==> config.mk <==
export PLATFORM = sky130hd
export DESIGN_NAME = cbm_router
export DESIGN_NICKNAME = d
export VERILOG_FILES = /design/src/cbm_pkg.sv /design/src/cbm_router.sv
export VERILOG_INCLUDE_DIRS = /design/src /design/src/src
export SDC_FILE = /design/constraint.sdc
export NUM_CORES = 1
export LEC_CHECK = 0
export CAP_MARGIN = 20
export CORE_AREA = 8 8 237 239
export DETAILED_ROUTE_END_ITERATION = 8
export DIE_AREA = 0 0 245 247
export DONT_BUFFER_PORTS = 1
export GPL_TIMING_DRIVEN = 0
export SLEW_MARGIN = 20
export SYNTH_ARGS = -nofsm -noshare
export SYNTH_HDL_FRONTEND = slang
export SYNTH_SLANG_ARGS = --single-unit
==> constraint.sdc <==
create_clock -name clk_i -period 2.41 [get_ports clk_i]
set_input_delay 0.3615 -clock clk_i [delete_from_list [all_inputs] [get_ports clk_i]]
set_output_delay 0.3615 -clock clk_i [all_outputs]
set_load 0.01 [all_outputs]
==> src/cbm_regs.svh <==
// Address map constants for the core bus matrix router.
// Assumes 32-bit byte addresses; included by the router only.
`ifndef CBM_REGS_SVH
`define CBM_REGS_SVH

`define CBM_SCIO_BASE     32'hd0000000
`define CBM_SCIO_LAST     32'hdfffffff
`define CBM_PPB_BASE      32'he0000000
`define CBM_PPB_LAST      32'hefffffff
`define CBM_CODE0_LAST    32'h3fffffff
`define CBM_CODE1_BASE    32'h60000000
`define CBM_CODE1_LAST    32'h9fffffff
`define CBM_DEV0_BASE     32'h40000000
`define CBM_DEV0_LAST     32'h5fffffff
`define CBM_DEV1_BASE     32'ha0000000
`define CBM_DEV2_BASE     32'hf0000000
`define CBM_SIZE_WORD     3'h2

`endif

==> src/cbm_pkg.sv <==
// Types shared by the core bus matrix router.
// No assumptions beyond SystemVerilog packages.
package cbm_pkg;
  typedef enum logic [1:0] {
    CBM_TGT_AHB,
    CBM_TGT_SCIO,
    CBM_TGT_PPB,
    CBM_TGT_NONE
  } cbm_tgt_t;

  typedef enum logic {
    CBM_MST_CORE,
    CBM_MST_DBG
  } cbm_mst_t;
endpackage

==> src/cbm_router.sv <==
// Core bus matrix router: arbitrates core and debug requests, decodes targets.
// Assumes single-cycle requests on one clock; targets answer in the issue cycle.
`timescale 1ns/1ps
`include "cbm_regs.svh"

module cbm_router (
  input  wire logic        clk_i,          // Core clock
  input  wire logic        nrst_i,         // Sync reset, active low
  input  wire logic        en_i,           // Clock enable
  input  wire logic        core_req_i,     // Core request
  input  wire logic [31:0] core_addr_i,    // Core address
  input  wire logic        core_write_i,   // Core write
  input  wire logic [2:0]  core_size_i,    // Core transfer size
  input  wire logic        core_fetch_i,   // Core instruction fetch
  input  wire logic [31:0] core_wdata_i,   // Core write data
  output logic             core_gnt_o,     // Core request taken
  output logic             core_rvalid_o,  // Core answer valid
  output logic             core_err_o,     // Core error answer
  output logic             core_hard_fault_o, // Hard fault toward core
  output logic [31:0]      core_rdata_o,   // Core read data
  input  wire logic        dbg_req_i,      // Debug port request
  input  wire logic [31:0] dbg_addr_i,     // Debug address
  input  wire logic        dbg_write_i,    // Debug write
  input  wire logic [2:0]  dbg_size_i,     // Debug transfer size
  input  wire logic [31:0] dbg_wdata_i,    // Debug write data
  output logic             dbg_gnt_o,      // Debug request taken
  output logic             dbg_rvalid_o,   // Debug answer valid
  output logic             dbg_err_o,      // Debug error answer
  output logic [31:0]      dbg_rdata_o,    // Debug read data
  input  wire logic        prot_noexec_i,  // Protection unit execute-never override
  input  wire logic        prot_en_i,      // Protection unit enabled
  output logic             ahb_valid_o,    // System bus request
  output logic [31:0]      ahb_addr_o,     // System bus address
  output logic             ahb_write_o,    // System bus write
  output logic [2:0]       ahb_size_o,     // System bus size
  output logic [31:0]      ahb_wdata_o,    // System bus write data
  input  wire logic [31:0] ahb_rdata_i,    // System bus read data
  input  wire logic        ahb_err_i,      // System bus error
  output logic             scio_valid_o,   // I/O port request
  output logic [31:0]      scio_addr_o,    // I/O port address
  output logic             scio_write_o,   // I/O port write
  output logic [31:0]      scio_wdata_o,   // I/O port write data
  input  wire logic [31:0] scio_rdata_i,   // I/O port read data
  output logic             ppb_valid_o,    // Private space request
  output logic [31:0]      ppb_addr_o,     // Private space address
  output logic             ppb_write_o,    // Private space write
  output logic [31:0]      ppb_wdata_o,    // Private space write data
  input  wire logic [31:0] ppb_rdata_i,    // Private space read data
  output cbm_pkg::cbm_tgt_t last_tgt_o     // Target of last issue
);
  import cbm_pkg::*;

  // Held debug request
  logic        dpend_r;
  logic [31:0] daddr_r;
  logic        dwrite_r;
  logic [2:0]  dsize_r;
  logic [31:0] dwdata_r;

  logic        d_req;
  logic [31:0] d_addr;
  logic        d_write;
  logic [2:0]  d_size;
  logic [31:0] d_wdata;

  always_comb begin
    d_req   = dpend_r | dbg_req_i;
    d_addr  = dpend_r ? daddr_r  : dbg_addr_i;
    d_write = dpend_r ? dwrite_r : dbg_write_i;
    d_size  = dpend_r ? dsize_r  : dbg_size_i;
    d_wdata = dpend_r ? dwdata_r : dbg_wdata_i;
  end

  // Shared decoder for both masters
  function automatic cbm_tgt_t cbm_decode(input logic [31:0] a);
    if (a >= `CBM_SCIO_BASE && a <= `CBM_SCIO_LAST)
      cbm_decode = CBM_TGT_SCIO;
    else if (a >= `CBM_PPB_BASE && a <= `CBM_PPB_LAST)
      cbm_decode = CBM_TGT_PPB;
    else
      cbm_decode = CBM_TGT_AHB;
  endfunction

  function automatic logic cbm_code_ok(input logic [31:0] a);
    cbm_code_ok = (a <= `CBM_CODE0_LAST) ||
                  (a >= `CBM_CODE1_BASE && a <= `CBM_CODE1_LAST);
  endfunction

  cbm_tgt_t core_tgt;
  cbm_tgt_t dbg_tgt;
  logic     core_narrow;
  logic     dbg_narrow;
  logic     core_noexec;
  logic     core_fault;
  logic     core_go;
  logic     dbg_go;

  always_comb begin
    core_tgt    = cbm_decode(core_addr_i);
    dbg_tgt     = cbm_decode(d_addr);
    core_narrow = (core_tgt != CBM_TGT_AHB) && (core_size_i != `CBM_SIZE_WORD);
    dbg_narrow  = (dbg_tgt != CBM_TGT_AHB) && (d_size != `CBM_SIZE_WORD);
    // Private space ignores the protection unit
    if (core_tgt == CBM_TGT_PPB)
      core_noexec = 1'b1;
    else if (prot_en_i)
      core_noexec = prot_noexec_i;
    else
      core_noexec = !cbm_code_ok(core_addr_i);
    core_fault = core_fetch_i && core_noexec;
    core_go    = core_req_i && !core_fault && !core_narrow;
    // Debug only takes a slot the core leaves on its target
    dbg_go     = d_req && !dbg_narrow &&
                 !(core_go && core_tgt == dbg_tgt);
  end

  always_comb begin
    core_gnt_o = core_req_i;
    dbg_gnt_o  = d_req && (dbg_go || dbg_narrow);
  end

  // Pending debug request
  always_ff @(posedge clk_i) begin
    if (!nrst_i) begin
      dpend_r  <= 1'b0;
      daddr_r  <= 32'h0;
      dwrite_r <= 1'b0;
      dsize_r  <= 3'h0;
      dwdata_r <= 32'h0;
    end else if (en_i) begin
      if (dbg_req_i && !dpend_r && !dbg_gnt_o) begin
        dpend_r  <= 1'b1;
        daddr_r  <= dbg_addr_i;
        dwrite_r <= dbg_write_i;
        dsize_r  <= dbg_size_i;
        dwdata_r <= dbg_wdata_i;
      end else if (dpend_r && dbg_gnt_o) begin
        dpend_r <= 1'b0;
      end
    end
  end

  // Issue to targets, registered
  always_ff @(posedge clk_i) begin
    if (!nrst_i) begin
      ahb_valid_o <= 1'b0;
      scio_valid_o <= 1'b0;
      ppb_valid_o <= 1'b0;
      ahb_addr_o  <= 32'h0;
      ahb_write_o <= 1'b0;
      ahb_size_o  <= 3'h0;
      ahb_wdata_o <= 32'h0;
      scio_addr_o  <= 32'h0;
      scio_write_o <= 1'b0;
      scio_wdata_o <= 32'h0;
      ppb_addr_o  <= 32'h0;
      ppb_write_o <= 1'b0;
      ppb_wdata_o <= 32'h0;
      last_tgt_o  <= CBM_TGT_NONE;
    end else if (en_i) begin
      ahb_valid_o <= (core_go && core_tgt == CBM_TGT_AHB) ||
                     (dbg_go && dbg_tgt == CBM_TGT_AHB);
      scio_valid_o <= (core_go && core_tgt == CBM_TGT_SCIO) ||
                      (dbg_go && dbg_tgt == CBM_TGT_SCIO);
      ppb_valid_o <= (core_go && core_tgt == CBM_TGT_PPB) ||
                     (dbg_go && dbg_tgt == CBM_TGT_PPB);
      if (core_go && core_tgt == CBM_TGT_AHB) begin
        ahb_addr_o  <= core_addr_i;
        ahb_write_o <= core_write_i;
        ahb_size_o  <= core_size_i;
        ahb_wdata_o <= core_wdata_i;
      end else if (dbg_go && dbg_tgt == CBM_TGT_AHB) begin
        ahb_addr_o  <= d_addr;
        ahb_write_o <= d_write;
        ahb_size_o  <= d_size;
        ahb_wdata_o <= d_wdata;
      end
      if (core_go && core_tgt == CBM_TGT_SCIO) begin
        scio_addr_o  <= core_addr_i;
        scio_write_o <= core_write_i;
        scio_wdata_o <= core_wdata_i;
      end else if (dbg_go && dbg_tgt == CBM_TGT_SCIO) begin
        scio_addr_o  <= d_addr;
        scio_write_o <= d_write;
        scio_wdata_o <= d_wdata;
      end
      if (core_go && core_tgt == CBM_TGT_PPB) begin
        ppb_addr_o  <= core_addr_i;
        ppb_write_o <= core_write_i;
        ppb_wdata_o <= core_wdata_i;
      end else if (dbg_go && dbg_tgt == CBM_TGT_PPB) begin
        ppb_addr_o  <= d_addr;
        ppb_write_o <= d_write;
        ppb_wdata_o <= d_wdata;
      end
      if (core_go)
        last_tgt_o <= core_tgt;
      else if (dbg_go)
        last_tgt_o <= dbg_tgt;
    end
  end

  // Answer routing: remember who went where and what failed
  logic     c_busy_r;
  logic     c_bad_r;
  logic     c_hf_r;
  cbm_tgt_t c_tgt_r;
  logic     d_busy_r;
  logic     d_bad_r;
  cbm_tgt_t d_tgt_r;

  always_ff @(posedge clk_i) begin
    if (!nrst_i) begin
      c_busy_r <= 1'b0;
      c_bad_r  <= 1'b0;
      c_hf_r   <= 1'b0;
      c_tgt_r  <= CBM_TGT_NONE;
      d_busy_r <= 1'b0;
      d_bad_r  <= 1'b0;
      d_tgt_r  <= CBM_TGT_NONE;
    end else if (en_i) begin
      c_busy_r <= core_req_i;
      c_bad_r  <= core_req_i && (core_narrow || core_fault);
      c_hf_r   <= core_req_i && core_fault;
      c_tgt_r  <= core_tgt;
      d_busy_r <= dbg_gnt_o;
      d_bad_r  <= dbg_gnt_o && dbg_narrow;
      d_tgt_r  <= dbg_tgt;
    end
  end

  function automatic logic [31:0] cbm_pick(input cbm_tgt_t t, input logic [31:0] a,
                                           input logic [31:0] s, input logic [31:0] p);
    case (t)
      CBM_TGT_AHB: cbm_pick = a;
      CBM_TGT_SCIO: cbm_pick = s;
      CBM_TGT_PPB: cbm_pick = p;
      default:     cbm_pick = 32'h0;
    endcase
  endfunction

  always_comb begin
    core_rvalid_o    = c_busy_r;
    core_hard_fault_o = c_hf_r;
    core_err_o       = c_bad_r || (c_busy_r && c_tgt_r == CBM_TGT_AHB && ahb_err_i);
    core_rdata_o     = c_bad_r ? 32'h0 : cbm_pick(c_tgt_r, ahb_rdata_i, scio_rdata_i, ppb_rdata_i);
    dbg_rvalid_o     = d_busy_r;
    dbg_err_o        = d_bad_r || (d_busy_r && d_tgt_r == CBM_TGT_AHB && ahb_err_i);
    dbg_rdata_o      = d_bad_r ? 32'h0 : cbm_pick(d_tgt_r, ahb_rdata_i, scio_rdata_i, ppb_rdata_i);
  end
endmodule

== Word-level counts from Yosys, hierarchy flattened ==
Index checks and enable logic that the tools add are counted.
Storage, ports and cells
  bits in registers: 281
  output and inout bits: 274
  logic and storage cells: 149
Cells by class
  reductions and logical operators: 62
  order comparisons: 11
  mux-type cells: 38
  equal/unequal tests: 11
  bitwise gates (word level): 1
Operator list (number)
  two-way mux 32 bit: 16
  case mux 32 bit (3 select lines): 2
  <= comparator 32 bit, second input constant: 5
  >= comparator 32 bit, second input constant: 4
  >= comparator 32 x 31 -> 1 bit, second input constant: 1
  <= comparator 32 x 30 -> 1 bit, second input constant: 1
  logical AND 1 bit: 30
  nonzero test 2 bit: 7
  two-way mux 2 bit: 6
  AND reduction 2 bit: 6
  two-way mux 1 bit: 11
  two-way mux 3 bit: 3
  equality test 2 x 1 -> 1 bit, second input constant: 4
  equality test 2 bit, second input constant: 4
  zero test 2 bit: 4
  logical OR 1 bit: 8
  zero test 1 bit: 7
  != test 3 x 2 -> 1 bit, second input constant: 2
  equality test 2 bit: 1
  OR 1 bit: 1

== Depth between registers and ports, before layout ==
  depth in word-level cells: 19
  depth in mapped cells: 10

== Worst setup path before layout ==
OpenSTA, ideal clock, no wires.
  path type: register to register
  start: reg dpend_r
  end: reg daddr_r[11]
  setup slack: 25 ps
  period minus slack after synthesis: 2385 ps
  library setup time: 72 ps
  buffers on the path: 2
  data arrival time: 2313 ps
  stages on the path, launching flop included: 9
  cells stage by stage: dfxtp_1 > mux2_2 > or3_1 > a21boi_1 > o211ai_2 > nor4_4 > buf_6 > buf_6 > mux2i_1
On the way
  longest elaborated chain between the ends: 15
RTL lines
  start, declared: RTL line cbm_router.sv:54  | logic dpend_r;
  start signal, assigned: RTL line cbm_router.sv:125  | dpend_r <= 1'b0;
  start signal, assigned: RTL line cbm_router.sv:132  | dpend_r <= 1'b1;
  start signal, assigned: RTL line cbm_router.sv:138  | dpend_r <= 1'b0;
  two-way mux 32 bit: RTL line cbm_router.sv:68  | d_addr = dpend_r ? daddr_r : dbg_addr_i;
  >= comparator 32 bit (no line) or <= comparator 32 bit (tied branches)
  logical AND 1 bit (no line)
  two-way mux 2 bit: RTL line cbm_router.sv:78  | else if (a >= `CBM_PPB_BASE && a <= `CBM_PPB_LAST)
  two-way mux 2 bit: RTL line cbm_router.sv:76  | if (a >= `CBM_SCIO_BASE && a <= `CBM_SCIO_LAST)
  nonzero test 2 bit: RTL line cbm_router.sv:102  | dbg_narrow = (dbg_tgt != CBM_TGT_AHB) && (d_size != `CBM_SIZE_WORD);
  logical AND 1 bit: RTL line cbm_router.sv:102
  zero test 1 bit: RTL line cbm_router.sv:113  | dbg_go = d_req && !dbg_narrow &&
  logical AND 1 bit (2 in a row): RTL line cbm_router.sv:113
  logical OR 1 bit: RTL line cbm_router.sv:119  | dbg_gnt_o = d_req && (dbg_go || dbg_narrow);
  logical AND 1 bit: RTL line cbm_router.sv:119
  zero test 1 bit: RTL line cbm_router.sv:131  | if (dbg_req_i && !dpend_r && !dbg_gnt_o) begin
  logical AND 1 bit (*): RTL line cbm_router.sv:131
  AND reduction 2 bit (no line) (*)
  end signal, assigned: RTL line cbm_router.sv:133  | daddr_r <= dbg_addr_i;
  end, declared: RTL line cbm_router.sv:55  | logic [31:0] daddr_r;
Every way passes the cells marked *; elsewhere a longest branch is shown, timed or not.
A chain may end at the register's enable or synchronous reset.

== Worst setup path in the final report ==
  start: reg dpend_r
  end: out dbg_gnt_o
On the way
  longest elaborated chain between the ends: 12
RTL lines
  two-way mux 32 bit: RTL line cbm_router.sv:68
  >= comparator 32 bit (no line) or <= comparator 32 bit (tied branches)
  logical AND 1 bit (no line)
  two-way mux 2 bit: RTL line cbm_router.sv:78
  two-way mux 2 bit: RTL line cbm_router.sv:76
  nonzero test 2 bit: RTL line cbm_router.sv:102
  logical AND 1 bit: RTL line cbm_router.sv:102
  zero test 1 bit: RTL line cbm_router.sv:113
  logical AND 1 bit (2 in a row): RTL line cbm_router.sv:113
  logical OR 1 bit: RTL line cbm_router.sv:119
  logical AND 1 bit (*): RTL line cbm_router.sv:119
  end, declared: RTL line cbm_router.sv:26  | output logic dbg_gnt_o,
Marked as above.

==> reports/qor.yml <==
worst_setup_path:
  required_ps: 2050
  reg2reg_setup_slack_ps: -200
  cp_max_fo: 6
  critPathCaptureType: "output port"
  startpoint_type: "register"
  crit_type: "register to output port"
  regToRegStartpoint: "dpend_r$_SDFFE_PN0P_"
  ff2ff_path_depth: 10
  reg2reg_to: "ppb_wdata_o[15]$_SDFFE_PN0P_"
  cp.arrival_ps: 2290
yosys:
  synth.avg_cell_area_um2: 8.233
  ys_types: 50
  seq_area_frac_synth_pct: 34.91
  ys_warn_count: 0
  ys.flop_type: "dfxtp_1"
  synth_nets: 2198
  synthCells: 1957
  syn_area_um2: 16110
  synthArstFlopShare_pct: 0
  synth_seq_cells: 281
  synth_edf_count: 0
final_layout:
  n_fill_cell: 5307
  num_antenna_cells: 0
  fin_cells: 2808
  seqCellArea_um2: 5634
  nNetsFinal: 2336
  multi_input_area_um2: 9438
  synthToLayoutAreaGrowth_pct: 22.86
  drive_gt1_share_pct: 8.821
  final_cell_area_um2: 19800
  layout_commonest_cell: "mux2i_1"
  final_cell_mix: "mux2i_1 (387), nand2_1 (338), dfxtp_1 (276)"
route:
  viasPerCell: 5.825
  drtIter0Drc: 1512
  wire_per_inst_um: 28.52
  num_vias: 16360
  drcViolationCount: 0
  ant_nets: 0
  wirelength_mm: 80.08
  drtPass1Iterations: 6
sta:
  hold_viol: 0
  period_share_pct: 109.9
  setup_viol: 239
  tightestPinTransition_ps: 1098
  holdWs_ps: 31.36
  min_period_ps: 2648
  setup_slack_ps: -238.0
  fmax_mhz: 377.6
  drv_slew: 0
  slew_headroom_pct: 26.78
  rsz0062_at_grt: "yes"
  finClkSkew_ps: 24.34
hold_path:
  holdCritPathClass: "input pin to register"
  min_from: "core_wdata_i[25]"
  whs_endpoint: "ahb_wdata_o[25]$_SDFFE_PN0P_"
  whs_path_depth: 2
power_and_ir_drop:
  power.leakage_nw: 8.155
  ir_drop_v: 0.0005604
  fin_total_pwr_mw: 12.68
  p_per_area_nw_per_um2: 640.7
floorplan:
  ioPinCount: 515
  die_w_um: 245
  core-area_um2: 52240
  die_area_um2: 60520
  row_count: 84
  initial_core_util_pct: 30.85
  fp.dieH_um: 247
cts:
  clk_pin_slew_ps: 60
  clk_path_buf_depth: 3
  cts.sink_count: 281
  cts_root_buf: "clkbuf_16"
  tritoncts: "built"
  ctsHtreeMaxLevel: 2
  insertion_delay_ps: 560
  cts_made_buffers: 35
global_routing:
  grt_use_total_pct: 24.67
  antenna_found_initial: 2
  grt_pass1_wl_mm: 112.7
  grt_pass1_vias: 16350
  grt_max_degree: 14
  grt.overflow.total: 0
place:
  placedCellCount: 2645
  dpl_cell_area_um2: 16990
  io_buffers: 0
  place_congestion: 0.9523
  dp_hpwl_mm: 60.67
  dp_slack_ps: -1248
job:
  maxCapViolations: 0
outcome:
  status: "finished with violations"
  violations: "setup timing"
==> metrics by stage <==
| step | setup TNS (ps) | utilization (%) |
|---|---|---|
| 4_1_cts | -16210 | 37.13 |
| 2_1_floorplan | 0 | - |
| 5_1_grt | -51930 | 37.90 |
| 6_report | -28570 | 37.90 |
| 3_5_place_dp | -239250 | 32.53 |
| 3_3_place_gp | -289560 | 32.50 |
==> area by class of cell <==
class / instances / area share (%)
inverters: 69 / 1.308
multi-input cells: 1399 / 47.67
well taps: 688 / 4.348
clock buffers: 46 / 4.886
plain buffers: 200 / 5.916
repair buffers: 109 / 6.516
clock inverters: 16 / 0.8912
flip-flops and latches: 281 / 28.46
==> report_power, final <==
group / internal (mW) / total, mW / switching, mW
registers: 4.84 / 5.10 / 0.266
logic: 0.847 / 2.25 / 1.40
clock network: 3.08 / 5.33 / 2.25
total: 8.77 / 12.7 / 3.92
==> synthesized netlist by cell type, types with 10 or more instances <==
cell type | number | area share [%]
or4_1 | 122 | 5.7
nand2_1 | 339 | 7.9
mux2i_1 | 390 | 24
o21ai_0 | 76 | 2.4
inv_1 | 69 | 1.6
buf_4 | 15 | 0.70
clkbuf_1 | 165 | 3.8
buf_6 | 10 | 0.70
dfxtp_1 | 281 | 35
o211ai_1 | 190 | 8.9
buf_2 | 12 | 0.37
a21oi_1 | 81 | 2.5
nor2_1 | 141 | 3.3
==> sequential cells by signal (all words and copies together) (netlist names), 2 cells and up <==
signal / count
scio_wdata_o: 32
c_tgt_r: 2
daddr_r: 32
ahb_wdata_o: 32
ahb_addr_o: 32
scio_addr_o: 32
dsize_r: 3
last_tgt_o: 2
dwdata_r: 32
ahb_size_o: 3
d_tgt_r: 2
ppb_addr_o: 32
ppb_wdata_o: 32
==> layer usage <==
layer  GRT usage (%)  vias to the layer above  wire [um]
met4           9.692                        2       3334
met1           27.33                     7812      29120
met5               0                        -         20
met2           43.23                     1069      38790
met3           8.341                      225       8816
li1                -                     7248          -
==> cells by family (layout without fill, tap and decap cells) <==
logic type / count (synthesis) / count (layout) / share of synthesized area, %
simple gates: 638 / 638 / 18.58
mux: 391 / 391 / 24.30
compound gates: 367 / 367 / 14.68
flops: 281 / 281 / 34.91
buf+inv: 277 / 440 / 7.361
xor+xnor: 3 / 3 / 0.1631
==> critical path: stages, from the launching register on <==
cell	delay [ps]
dfxtp_4	400
mux2_4	320
or3_4	390
a21boi_4	200
o211ai_4	150
nor2_4	160
nor2_4	90
==> worst max path at each step <==
| stage | end | slack, ps | startpoint |
|---|---|---|---|
| finish | dbg_gnt_o | -240 | dpend_r$_SDFFE_PN0P_ |
| global route | scio_addr_o[4]$_SDFFE_PN0P_ | -300 | dpend_r$_SDFFE_PN0P_ |
| CTS | dbg_gnt_o | -210 | dpend_r$_SDFFE_PN0P_ |
| detailed placement | ppb_wdata_o[8]$_SDFFE_PN0P_ | -1250 | core_addr_i[28] |
| global placement | ppb_wdata_o[29]$_SDFFE_PN0P_ | -1280 | core_addr_i[28] |
| floorplan | daddr_r[11]$_SDFFE_PN0P_ | 30 | dpend_r$_SDFFE_PN0P_ |
==> repair_timing <==
action,4_1_cts,5_1_grt
resized for setup,110,29
hold buffers,68,0
buffers inserted,23,11
setup endpoints to repair,335,298
hold endpoints to repair,68,0
gates cloned,1,6
pin swaps,8,5
No activity file was read; power rests on OpenSTA's default activity.
